==> config.mk <==
export PLATFORM = sky130hd
export DESIGN_NAME = telemetry_limit_alert_unit
export DESIGN_NICKNAME = d
export VERILOG_FILES = /design/src/rtl/limit_alert_pkg.sv /design/src/rtl/sync_two_ff.sv /design/src/rtl/limit_compare.sv /design/src/rtl/telemetry_limit_alert_unit.sv
export SDC_FILE = /design/constraint.sdc
export NUM_CORES = 1
export LEC_CHECK = 0
export BUFFER_PORTS_ARGS = -buffer_cell sky130_fd_sc_hd__buf_2
export CELL_PAD_IN_SITES_DETAIL_PLACEMENT = 1
export CELL_PAD_IN_SITES_GLOBAL_PLACEMENT = 2
export CORE_MARGIN = 4
export CORE_UTILIZATION = 43
export CTS_CLUSTER_DIAMETER = 30
export DETAILED_ROUTE_END_ITERATION = 8
export MAX_ROUTING_LAYER = met4
export PLACE_DENSITY_LB_ADDON = 0.1
export SYNTH_ARGS = -nofsm -noshare
export SYNTH_HDL_FRONTEND = slang
export SYNTH_SLANG_ARGS = --single-unit
==> constraint.sdc <==
create_clock -name clk -period 3.4 [get_ports clk]
set_input_delay 0.17 -clock clk [delete_from_list [all_inputs] [get_ports clk]]
set_output_delay 0.17 -clock clk [all_outputs]
set_load 0.005 [all_outputs]
==> src/rtl/limit_alert_pkg.sv <==
// Constants and types shared by the telemetry limit-alert unit.
// Assumes a 100 MHz core clock and a command-code register port.
package limit_alert_pkg;

    // ------------------------------------------------------------
    // Command codes
    // ------------------------------------------------------------
    localparam logic [7:0] CMD_BATTERY_VOLTAGE_LOW_LIMIT  = 8'h01;
    localparam logic [7:0] CMD_BATTERY_VOLTAGE_HIGH_LIMIT = 8'h02;
    localparam logic [7:0] CMD_INPUT_VOLTAGE_LOW_LIMIT    = 8'h03;
    localparam logic [7:0] CMD_INPUT_VOLTAGE_HIGH_LIMIT   = 8'h04;
    localparam logic [7:0] CMD_OUTPUT_VOLTAGE_LOW_LIMIT   = 8'h05;
    localparam logic [7:0] CMD_OUTPUT_VOLTAGE_HIGH_LIMIT  = 8'h06;
    localparam logic [7:0] CMD_INPUT_CURRENT_HIGH_LIMIT   = 8'h07;
    localparam logic [7:0] CMD_BATTERY_CURRENT_LOW_LIMIT  = 8'h08;
    localparam logic [7:0] CMD_DIE_TEMPERATURE_HIGH_LIMIT = 8'h09;
    localparam logic [7:0] CMD_BATTERY_RESISTANCE_HIGH_LIMIT = 8'h0A;
    localparam logic [7:0] CMD_NTC_VOLTAGE_HIGH_LIMIT     = 8'h0B;
    localparam logic [7:0] CMD_NTC_VOLTAGE_LOW_LIMIT      = 8'h0C;
    localparam logic [7:0] CMD_LIMIT_ALERT_ENABLES        = 8'h0D;
    localparam int         LIMIT_FIRST                    = 1;
    localparam int         LIMIT_LAST                     = 12;

    // ------------------------------------------------------------
    // Reset values and enable bit positions
    // ------------------------------------------------------------
    localparam logic [15:0] LIMIT_RESET          = 16'h0000;
    localparam logic [15:0] ENABLES_RESET        = 16'h0000;
    localparam logic [15:0] ENABLES_WRITABLE     = 16'hCFFF;
    localparam int          BIT_TELEMETRY_VALID  = 15;
    localparam int          BIT_RESISTANCE_DONE  = 14;
    localparam int          LIMIT_FLAG_COUNT     = 12;

    // ------------------------------------------------------------
    // Warm-up timing
    // ------------------------------------------------------------
    localparam int CLK_FREQ_HZ       = 100_000_000;
    localparam int WARMUP_TIME_MS    = 12;
    localparam int WARMUP_CYCLES     = WARMUP_TIME_MS * (CLK_FREQ_HZ / 1000);
    localparam int WARMUP_CNT_WIDTH  = 21;

    // ------------------------------------------------------------
    // Types
    // ------------------------------------------------------------
    typedef enum logic [2:0] {
        CH_BATTERY_VOLTAGE,
        CH_INPUT_VOLTAGE,
        CH_OUTPUT_VOLTAGE,
        CH_INPUT_CURRENT,
        CH_BATTERY_CURRENT,
        CH_DIE_TEMPERATURE,
        CH_BATTERY_RESISTANCE,
        CH_NTC_VOLTAGE
    } meas_chan_e;

    typedef struct packed {
        logic        valid;
        meas_chan_e  chan;
        logic [15:0] value;
    } meas_result_s;

    typedef struct packed {
        logic [7:0]  addr;
        logic        write;
        logic [15:0] wdata;
    } reg_req_s;

    // Per flag bit 0..11: measured channel, limit command, compare sense
    localparam meas_chan_e FLAG_CHAN [LIMIT_FLAG_COUNT] = '{
        CH_NTC_VOLTAGE, CH_NTC_VOLTAGE, CH_BATTERY_RESISTANCE, CH_DIE_TEMPERATURE,
        CH_BATTERY_CURRENT, CH_INPUT_CURRENT, CH_OUTPUT_VOLTAGE, CH_OUTPUT_VOLTAGE,
        CH_INPUT_VOLTAGE, CH_INPUT_VOLTAGE, CH_BATTERY_VOLTAGE, CH_BATTERY_VOLTAGE};
    localparam logic [7:0] FLAG_LIMIT_CMD [LIMIT_FLAG_COUNT] = '{
        8'h0C, 8'h0B, 8'h0A, 8'h09, 8'h08, 8'h07, 8'h06, 8'h05, 8'h04, 8'h03, 8'h02, 8'h01};
    localparam logic [11:0] FLAG_IS_HIGH = 12'h56E;

endpackage : limit_alert_pkg

==> src/rtl/sync_two_ff.sv <==
// Two-flop synchroniser for one level from outside the clock domain.
// Assumes the level is stable for several clock cycles.
module sync_two_ff
(
    input  wire logic clk,
    input  wire logic reset,
    input  wire logic asyncIn,
    output logic      syncOut
);
    logic firstStage_reg;

    always_ff @(posedge clk)
    begin
        if (reset)
        begin
            firstStage_reg <= 1'b0;
            syncOut        <= 1'b0;
        end
        else
        begin
            firstStage_reg <= asyncIn;
            syncOut        <= firstStage_reg;
        end
    end
endmodule : sync_two_ff

==> src/rtl/limit_compare.sv <==
// Signed two's-complement compare of one result against one limit.
// Assumes both operands are 16-bit two's complement.
module limit_compare #(
    parameter bit IS_HIGH = 1'b1
)
(
    input  wire logic [15:0] value,
    input  wire logic [15:0] limit,
    output logic             trip
);
    always_comb
    begin
        if (IS_HIGH)
            trip = $signed(value) > $signed(limit);
        else
            trip = $signed(value) < $signed(limit);
    end
endmodule : limit_compare

==> src/rtl/telemetry_limit_alert_unit.sv <==
// Limit registers, alert enables, latched alert flags and SMBus alert drive.
// Assumes an SMBus front end presents decoded command accesses on regReq,
// and the measurement engine presents one result per valid pulse.
//
// Summary of operation
// - Battery current low limit register, fires below.
// - Battery current compare works for either polarity.
// - Telemetry runs when input above battery, or forced.
// - Die temperature high limit register, fires above.
// - Battery resistance high limit register, fires above.
// - Thermistor high limit, flag readable, clearable, enabled.
// - Thermistor low limit, flag readable, clearable, enabled.
// - Alert enable register, resets to zero.
// - Bit 15 flags telemetry valid and alerts.
// - 12 ms warm-up; charger held off meanwhile.
// - Bit 14 flags resistance measurement done.
// - Bit 11 flags battery voltage below limit.
// - Bit 10 flags battery voltage above limit.
// - Flags stay latched until host clears them.
// - Bits 9..0 gate remaining limit alerts.
module telemetry_limit_alert_unit
    import limit_alert_pkg::*;
#(
    parameter int WARMUP_LENGTH = WARMUP_CYCLES
)
(
    input  wire logic         clk,
    input  wire logic         reset,
    input  wire reg_req_s     regReq,
    output logic [15:0]       regRdata,
    input  wire meas_result_s measResult,
    input  wire logic         resistanceDone,
    input  wire logic         inputAboveBattery,
    input  wire logic         forceTelemetryOn,
    input  wire logic [15:0]  flagClear,
    output logic [15:0]       alertFlags,
    output logic              telemetryRunning,
    output logic              telemetryValid,
    output logic              chargerAllowed,
    input  wire logic         smbAlertIn,
    output logic              smbAlertOut,
    output logic              smbAlertOeN,
    output logic              alertLineLow
);

    // ------------------------------------------------------------
    // Pin synchronisers
    // ------------------------------------------------------------
    logic inputAboveBatterySync;

    sync_two_ff u_syncInputAbove
    (
        .clk     (clk),
        .reset   (reset),
        .asyncIn (inputAboveBattery),
        .syncOut (inputAboveBatterySync)
    );

    sync_two_ff u_syncAlertLine
    (
        .clk     (clk),
        .reset   (reset),
        .asyncIn (~smbAlertIn),
        .syncOut (alertLineLow)
    );

    // ------------------------------------------------------------
    // Register file
    // ------------------------------------------------------------
    logic [15:0] limit_reg [LIMIT_FIRST:LIMIT_LAST];
    logic [15:0] enables_reg;

    always_ff @(posedge clk)
    begin
        if (reset)
        begin
            for (int i = LIMIT_FIRST; i <= LIMIT_LAST; i++)
                limit_reg[i] <= LIMIT_RESET;
        end
        else if (regReq.write)
        begin
            for (int i = LIMIT_FIRST; i <= LIMIT_LAST; i++)
                if (regReq.addr == 8'(i))
                    limit_reg[i] <= regReq.wdata;
        end
    end

    // Bits 13:12 have no condition behind them and read as zero
    always_ff @(posedge clk)
    begin
        if (reset)
            enables_reg <= ENABLES_RESET;
        else if (regReq.write && regReq.addr == CMD_LIMIT_ALERT_ENABLES)
            enables_reg <= regReq.wdata & ENABLES_WRITABLE;
    end

    // Read data registered, one cycle after the address
    always_ff @(posedge clk)
    begin
        if (reset)
            regRdata <= 16'h0000;
        else
        begin
            regRdata <= 16'h0000;
            if (regReq.addr == CMD_LIMIT_ALERT_ENABLES)
                regRdata <= enables_reg;
            for (int i = LIMIT_FIRST; i <= LIMIT_LAST; i++)
                if (regReq.addr == 8'(i))
                    regRdata <= limit_reg[i];
        end
    end

    // ------------------------------------------------------------
    // Telemetry run control and warm-up
    // ------------------------------------------------------------
    typedef enum logic [1:0] {TEL_OFF, TEL_WARMUP, TEL_VALID} tel_state_e;

    tel_state_e                  telState_reg;
    tel_state_e                  telState_next;
    logic [WARMUP_CNT_WIDTH-1:0] warmCount_reg;
    logic                        telemetryWanted;
    logic                        warmupDone;
    logic                        validRise;

    assign telemetryWanted = inputAboveBatterySync | forceTelemetryOn;
    assign warmupDone      = warmCount_reg == WARMUP_CNT_WIDTH'(WARMUP_LENGTH - 1);

    always_comb
    begin
        telState_next = telState_reg;
        case (telState_reg)
            TEL_OFF:
                if (telemetryWanted)
                    telState_next = TEL_WARMUP;
            TEL_WARMUP:
                if (!telemetryWanted)
                    telState_next = TEL_OFF;
                else if (warmupDone)
                    telState_next = TEL_VALID;
            TEL_VALID:
                if (!telemetryWanted)
                    telState_next = TEL_OFF;
            default:
                telState_next = TEL_OFF;
        endcase
    end

    always_ff @(posedge clk)
    begin
        if (reset)
            telState_reg <= TEL_OFF;
        else
            telState_reg <= telState_next;
    end

    always_ff @(posedge clk)
    begin
        if (reset || telState_reg != TEL_WARMUP)
            warmCount_reg <= '0;
        else
            warmCount_reg <= warmCount_reg + 1'b1;
    end

    assign telemetryRunning = telState_reg != TEL_OFF;
    assign telemetryValid   = telState_reg == TEL_VALID;
    assign validRise        = telState_reg == TEL_WARMUP && telState_next == TEL_VALID;

    // Charger held off through warm-up regardless of the enables
    always_ff @(posedge clk)
    begin
        if (reset)
            chargerAllowed <= 1'b0;
        else
            chargerAllowed <= telState_next == TEL_VALID;
    end

    // ------------------------------------------------------------
    // Limit compares
    // ------------------------------------------------------------
    logic [LIMIT_FLAG_COUNT-1:0] trip;
    logic [LIMIT_FLAG_COUNT-1:0] limitHit;

    for (genvar k = 0; k < LIMIT_FLAG_COUNT; k++)
    begin : g_compare
        limit_compare #(
            .IS_HIGH (FLAG_IS_HIGH[k])
        ) u_compare
        (
            .value (measResult.value),
            .limit (limit_reg[int'(FLAG_LIMIT_CMD[k])]),
            .trip  (trip[k])
        );
        // Only fresh results from a warmed-up engine count
        assign limitHit[k] = measResult.valid && telemetryValid
                             && measResult.chan == FLAG_CHAN[k] && trip[k];
    end

    // ------------------------------------------------------------
    // Latched flags and alert line
    // ------------------------------------------------------------
    logic [15:0] flagSet;
    logic [15:0] alertFlags_next;

    always_comb
    begin
        flagSet                      = 16'h0000;
        flagSet[LIMIT_FLAG_COUNT-1:0] = limitHit & enables_reg[LIMIT_FLAG_COUNT-1:0];
        flagSet[BIT_RESISTANCE_DONE] = resistanceDone & enables_reg[BIT_RESISTANCE_DONE];
        flagSet[BIT_TELEMETRY_VALID] = validRise & enables_reg[BIT_TELEMETRY_VALID];
        // A set arriving with its clear wins
        alertFlags_next = (alertFlags & ~flagClear) | flagSet;
    end

    always_ff @(posedge clk)
    begin
        if (reset)
            alertFlags <= 16'h0000;
        else
            alertFlags <= alertFlags_next;
    end

    assign smbAlertOut = 1'b0;
    assign smbAlertOeN = ~|alertFlags;
endmodule : telemetry_limit_alert_unit

* Word level (Yosys, flattened, before mapping)
Memories as Yosys holds them, arrays and structs flattened.
Index checks and enable logic that the tools add are counted.
** Storage, ports and cells
- Logic and storage cells :: 178
- Input bits :: 67
- Register bits after elaboration :: 74
- RAM bits :: 192
- Memories kept :: 1
- Output and inout port bits :: 38
** Memory list
- limit_reg :: words 12, width 16, rd ports 12, clocked after Yosys merged registers in 0, write ports 12, line telemetry_limit_alert_unit.sv:70 : logic [15:0] limit_reg [LIMIT_FIRST:LIMIT_LAST];
** Cells by class
- Eq/ne operators :: 25
- Order comparisons :: 12
- Add/subtract/negate cells :: 1
- Reductions and logical operators :: 29
- Bitwise operators :: 20
- Multiplexer cells :: 80
** Operator list (count)
- 16-bit two-way mux :: 25
- 16-bit greater-than comparator :: 7
- 16-bit less-than comparator :: 5
- 1-bit two-way mux :: 50
- 8-bit by 4-bit == test with 1-bit output, second input constant :: 6
- 8-bit by 3-bit == test with 1-bit output, second input constant :: 4
- 1-bit logical AND :: 23
- 21-bit by 1-bit adder with 21-bit output, second input constant :: 1
- 21-bit == test, second input constant :: 1
- 16-bit bitwise AND :: 1
- 8-bit by 2-bit == test with 1-bit output, second input constant :: 2
- 16-bit inverter :: 1
- 16-bit bitwise OR :: 1
- 16-bit OR reduction :: 1
- 1-bit bitwise OR :: 13
- 12-bit bitwise AND :: 1
- 3-bit == test, second input constant :: 4
- 8-bit by 1-bit == test with 1-bit output, second input constant :: 1
- 2-bit two-way mux :: 4
- 3-bit by 2-bit == test with 1-bit output, second input constant :: 2
- 2-bit case mux with 3 select lines :: 1
- 2-bit == test, second input constant :: 2
- 3-bit by 1-bit == test with 1-bit output, second input constant :: 1
- 3-bit logical NOT :: 1
- other kinds (8) :: 9

* Longest topological paths before layout
- Word-level depth :: 14
- Gate-level depth with buffers :: 9
- Gate-level depth less buffers :: 8

* Hierarchy
From an unflattened synthesis, not the netlist that was laid out.
** Unflattened totals
- Cells, all modules :: 1729
- Area, all modules :: 17041.3 um^2
** Modules (own cells, without submodules)
- telemetry_limit_alert_unit :: sequential area each 7166.9 um^2, cells each 1068, area each 12124.1 um^2, instances 1
- limit_compare at g_compare[10].u_compare ... :: sequential area each 0.0 um^2, cells each 58, area each 416.6 um^2, instances 6
- limit_compare at g_compare[0].u_compare ... :: sequential area each 0.0 um^2, cells each 50, area each 380.4 um^2, instances 5
- limit_compare at g_compare[3].u_compare :: sequential area each 0.0 um^2, cells each 55, area each 410.4 um^2, instances 1
- sync_two_ff :: sequential area each 40.0 um^2, cells each 4, area each 52.6 um^2, instances 2

* Worst setup path before layout
No wires, ideal clock.
- Kind :: in2reg
- Start :: in regReq[22] (netlist bit)
- End :: reg limit_reg[0][192] (netlist name)
- Data required time :: 3.033 ns
- Data arrival time :: 1.881 ns
- Library setup time :: 0.367 ns
- Setup slack :: 1.152 ns
- Path buffers :: 2
- Stages :: 5
- Cells stage by stage :: or4_1 buf_2 buf_6 nor4_4 a21o_1
** RTL lines
- from (decl) :: line telemetry_limit_alert_unit.sv:29 : input wire reg_req_s regReq,

==> results.py <==
metrics = {
    "run_status": {
        "run_status": "complete, no violations",
    },
    "detailed_routing": {
        "detail_route.wirelength_microns": 70750,
        "drtAntennaViolNets": 0,
        "route.vias.total": 14913,
        "avgRoutedWirePerCell_microns": 28.49,
        "first_pass_drt_iterations": 5,
        "drt_iter0_markers": 1461,
        "route.detailed.drc": 0,
        "routed_via_density": 6.006,
    },
    "worst_setup_path": {
        "timing.reg2reg.setup_slack_ns": 0.58,
        "setup.worst_path.start": "limit_reg[0][162]$_SDFFCE_PN0P_",
        "end_kind": "register",
        "start_kind": "register",
        "worst-endpoint-required_ns": 3.86,
        "crit_fanout": 2,
        "reg2regPathDepth": 9,
        "rr_startpoint": "limit_reg[0][162]$_SDFFCE_PN0P_",
        "worst-setup-path-type": "register to register",
        "crit_arrival_ns": 3.28,
        "worstReg2RegEnd": "alertFlags[2]$_SDFF_PP0_",
    },
    "clock_tree": {
        "ctsLongestPathBuffers": 3,
        "tritoncts.num_buffers": 74,
        "cts-resized-gates": 0,
        "insertion_delay_ns": 0.59,
        "cts_num_sinks": 266,
        "ctsHtreeMaxLevel": 3,
        "cts.repair_timing.setup_buffer_count": 0,
        "clk_root_buffer_cell": "clkbuf_16",
        "clkTransAtPathRegs_ns": 0.04,
        "ctsHoldBuffers": 21,
        "cts_tree": "built",
    },
    "cells_and_area": {
        "fraction_of_the_core_area_covered_by_cells_at_the_end_of_the_flow_pct": 53.33,
        "flow.area_growth_from_synthesis_pct": 22.34,
        "net_total_in_the_final_layout": 2157,
        "final.fill_count": 4347,
        "drive_gt1_share_pct": 14.77,
        "instances_no_fill": 2483,
        "largest_register_ffs": 192,
        "finish.instance_area_sq_um": 20660,
    },
    "floorplanning": {
        "die_y_microns": 206.2,
        "placement_rows": 72,
        "coreArea_sq_um": 38740,
        "die_area_sq_um": 42510,
        "initial_cell_density_of_the_core_pct": 43.59,
        "io_pins": 105,
        "floorplan.die.width_microns": 206.2,
    },
    "sta": {
        "final_cycle_utilization_of_the_critical_path_pct": 82.80,
        "tightest_slew_ns": 0.8289,
        "final.hold.worst_slack_ns": 0.04794,
        "report.final.slew_viol_count": 0,
        "crit_path_setup_slack_layout_ns": 0.5849,
        "max_clock_freq_mhz": 355.2,
        "setup_repair_after_global_routing_missed_its_margin": "false",
        "hold_violations": 0,
        "setup-violations-final": 0,
        "final.min_clock_period_ns": 2.815,
        "slew_headroom_pct": 44.74,
        "finClkSkew_ns": 0.02458,
        "setup_total_neg_slack_ns": 0,
    },
    "placed_design": {
        "placed_area_sq_um": 18020,
        "place_congestion": 0.9893,
        "detailedPlacementHpwl_microns": 51500,
        "detailedPlace.worstSlack_ns": 0.6829,
        "post-place-cells": 2323,
        "place.port_buffers": 103,
    },
    "global_route": {
        "global_route.usage.total_pct": 34.16,
        "grt_start_max_net_pins": 44,
        "grt_pass1_wl_microns": 102700,
        "gr_overflow_total": 0,
        "antenna_found_initial": 4,
        "grt_pass1_vias": 15463,
    },
    "logic_synthesis": {
        "yosysWarningCount": 0,
        "number_of_enable_type_register_cells_in_the_synthesized_netlist": 192,
        "synthesis.instances": 1746,
        "synthArstFlopShare_pct": 0,
        "ys_ff_latch": 266,
        "synth_top_flop_cell": "edfxtp_1",
        "ys_seq_area_share_pct": 42.91,
        "synth_fp_nets": 2001,
        "synth.distinct_cells": 83,
        "synth_area_per_cell_sq_um": 9.672,
        "post_synthesis_cell_area_sq_um": 16890,
    },
    "worst_hold_path": {
        "min_from": "flagClear[6]",
        "hold-path-cell-count": 4,
        "hold_wc_path_type": "primary input to register",
        "whs_endpoint": "alertFlags[6]$_SDFF_PP0_",
    },
    "power_and_ir_drop": {
        "report.power.total_mw": 11.54,
        "power_leakage_nw": 8.902,
        "powerDensity_nw_per_um2": 558.7,
        "ir_worst_vdd_mv": 0.5878,
    },
    "job": {
        "max-cap-violations": 0,
    },
}
## kinds of logic (layout without fill, tap and decap cells)
family / after synthesis / count (layout) / share of synthesized area [%]
mux: 20 / 20 / 1.193
buf+inv: 286 / 503 / 6.587
simple gates: 587 / 587 / 19.33
other cells: 1 / 3 / 0.02221
xor+xnor: 18 / 18 / 0.9335
fa+ha+maj: 188 / 188 / 13.93
flops: 266 / 266 / 42.91
compound gates: 380 / 380 / 15.09
## synthesized netlist by cell type (all sizes together) (32+ instances only)
cell | instances | area, sq um
inv | 198 | 743.2
and2 | 194 | 1214
edfxtp | 192 | 5766
ha | 188 | 2352
nand2 | 98 | 367.9
a21oi | 94 | 470.5
nor2 | 87 | 354.1
dfxtp | 74 | 1481
o21ai | 70 | 350.3
clkbuf | 61 | 229.0
nand3 | 49 | 245.2
nand4 | 35 | 219.0
a21o | 32 | 240.2
## final cells by class
| type | instances | area [sq um] | share of cell area, % |
|---|---|---|---|
| sequential | 266 | 7247 | 35.08 |
| tap | 518 | 648.1 | 3.137 |
| inverter | 199 | 747.0 | 3.616 |
| antenna | 2 | 5.005 | 0.02422 |
| timing repair buffer | 167 | 1051 | 5.087 |
| multi-input combinational | 1194 | 8534 | 41.31 |
| clock buffer | 95 | 1992 | 9.641 |
| clock inverter | 42 | 435.4 | 2.108 |
## where the power goes
group          leakage, nW  internal [mW]  total (mW)  switching [mW]
Clock                 1.17           4.57        6.71            2.14
Combinational         5.32          0.360        1.12           0.757
Sequential            2.42           3.61        3.71          0.0970
## layout by cell type (no fill, tap or decap), drive strengths merged, types with 19 or more instances in the layout
cell / synthesis / routed
dfxtp: 74 / 74
mux2i: 19 / 19
nor2: 87 / 87
nor3: 23 / 23
nand4: 35 / 35
dlygate4sd3: 0 / 21
o21ai: 70 / 70
a211oi: 28 / 28
a21oi: 94 / 94
o22ai: 25 / 25
inv: 198 / 199
a21o: 32 / 32
buf: 26 / 146
and2: 194 / 194
clkinv: 1 / 29
nand3: 49 / 49
edfxtp: 192 / 192
ha: 188 / 188
nand2: 98 / 98
nor2b: 22 / 22
clkbuf: 61 / 95
## how the worst max path moves through the flow
stage	endpoint
floorplan	limit_reg[0][192]$_SDFFCE_PN0P_
global placement	limit_reg[0][179]$_SDFFCE_PN0P_
detailed placement	regRdata[1]$_SDFF_PP0_
CTS	alertFlags[2]$_SDFF_PP0_
global route	alertFlags[2]$_SDFF_PP0_
finish	alertFlags[2]$_SDFF_PP0_
## metal layers
layer  vias up  routed length, microns  global-route usage (%)
met1      7518                   29020                   42.70
li1       6626                       -                       -
met3       147                    4683                   5.351
met5         -                       0                       -
met2       622                   34340                   56.17
met4         0                    2705                   12.98
## worst max-delay path: stages, from the launching register on
cell           delay [ns]
edfxtp_1             0.43
inv_1                0.09
ha_1                 0.25
a21o_1               0.19
a21o_1               0.18
a21oi_1              0.20
o21bai_1             0.17
a2111oi_0            0.49
a2111oi_0            0.12
dlygate4sd3_1        0.58
Note: power is estimated with default switching activity, not from simulation.
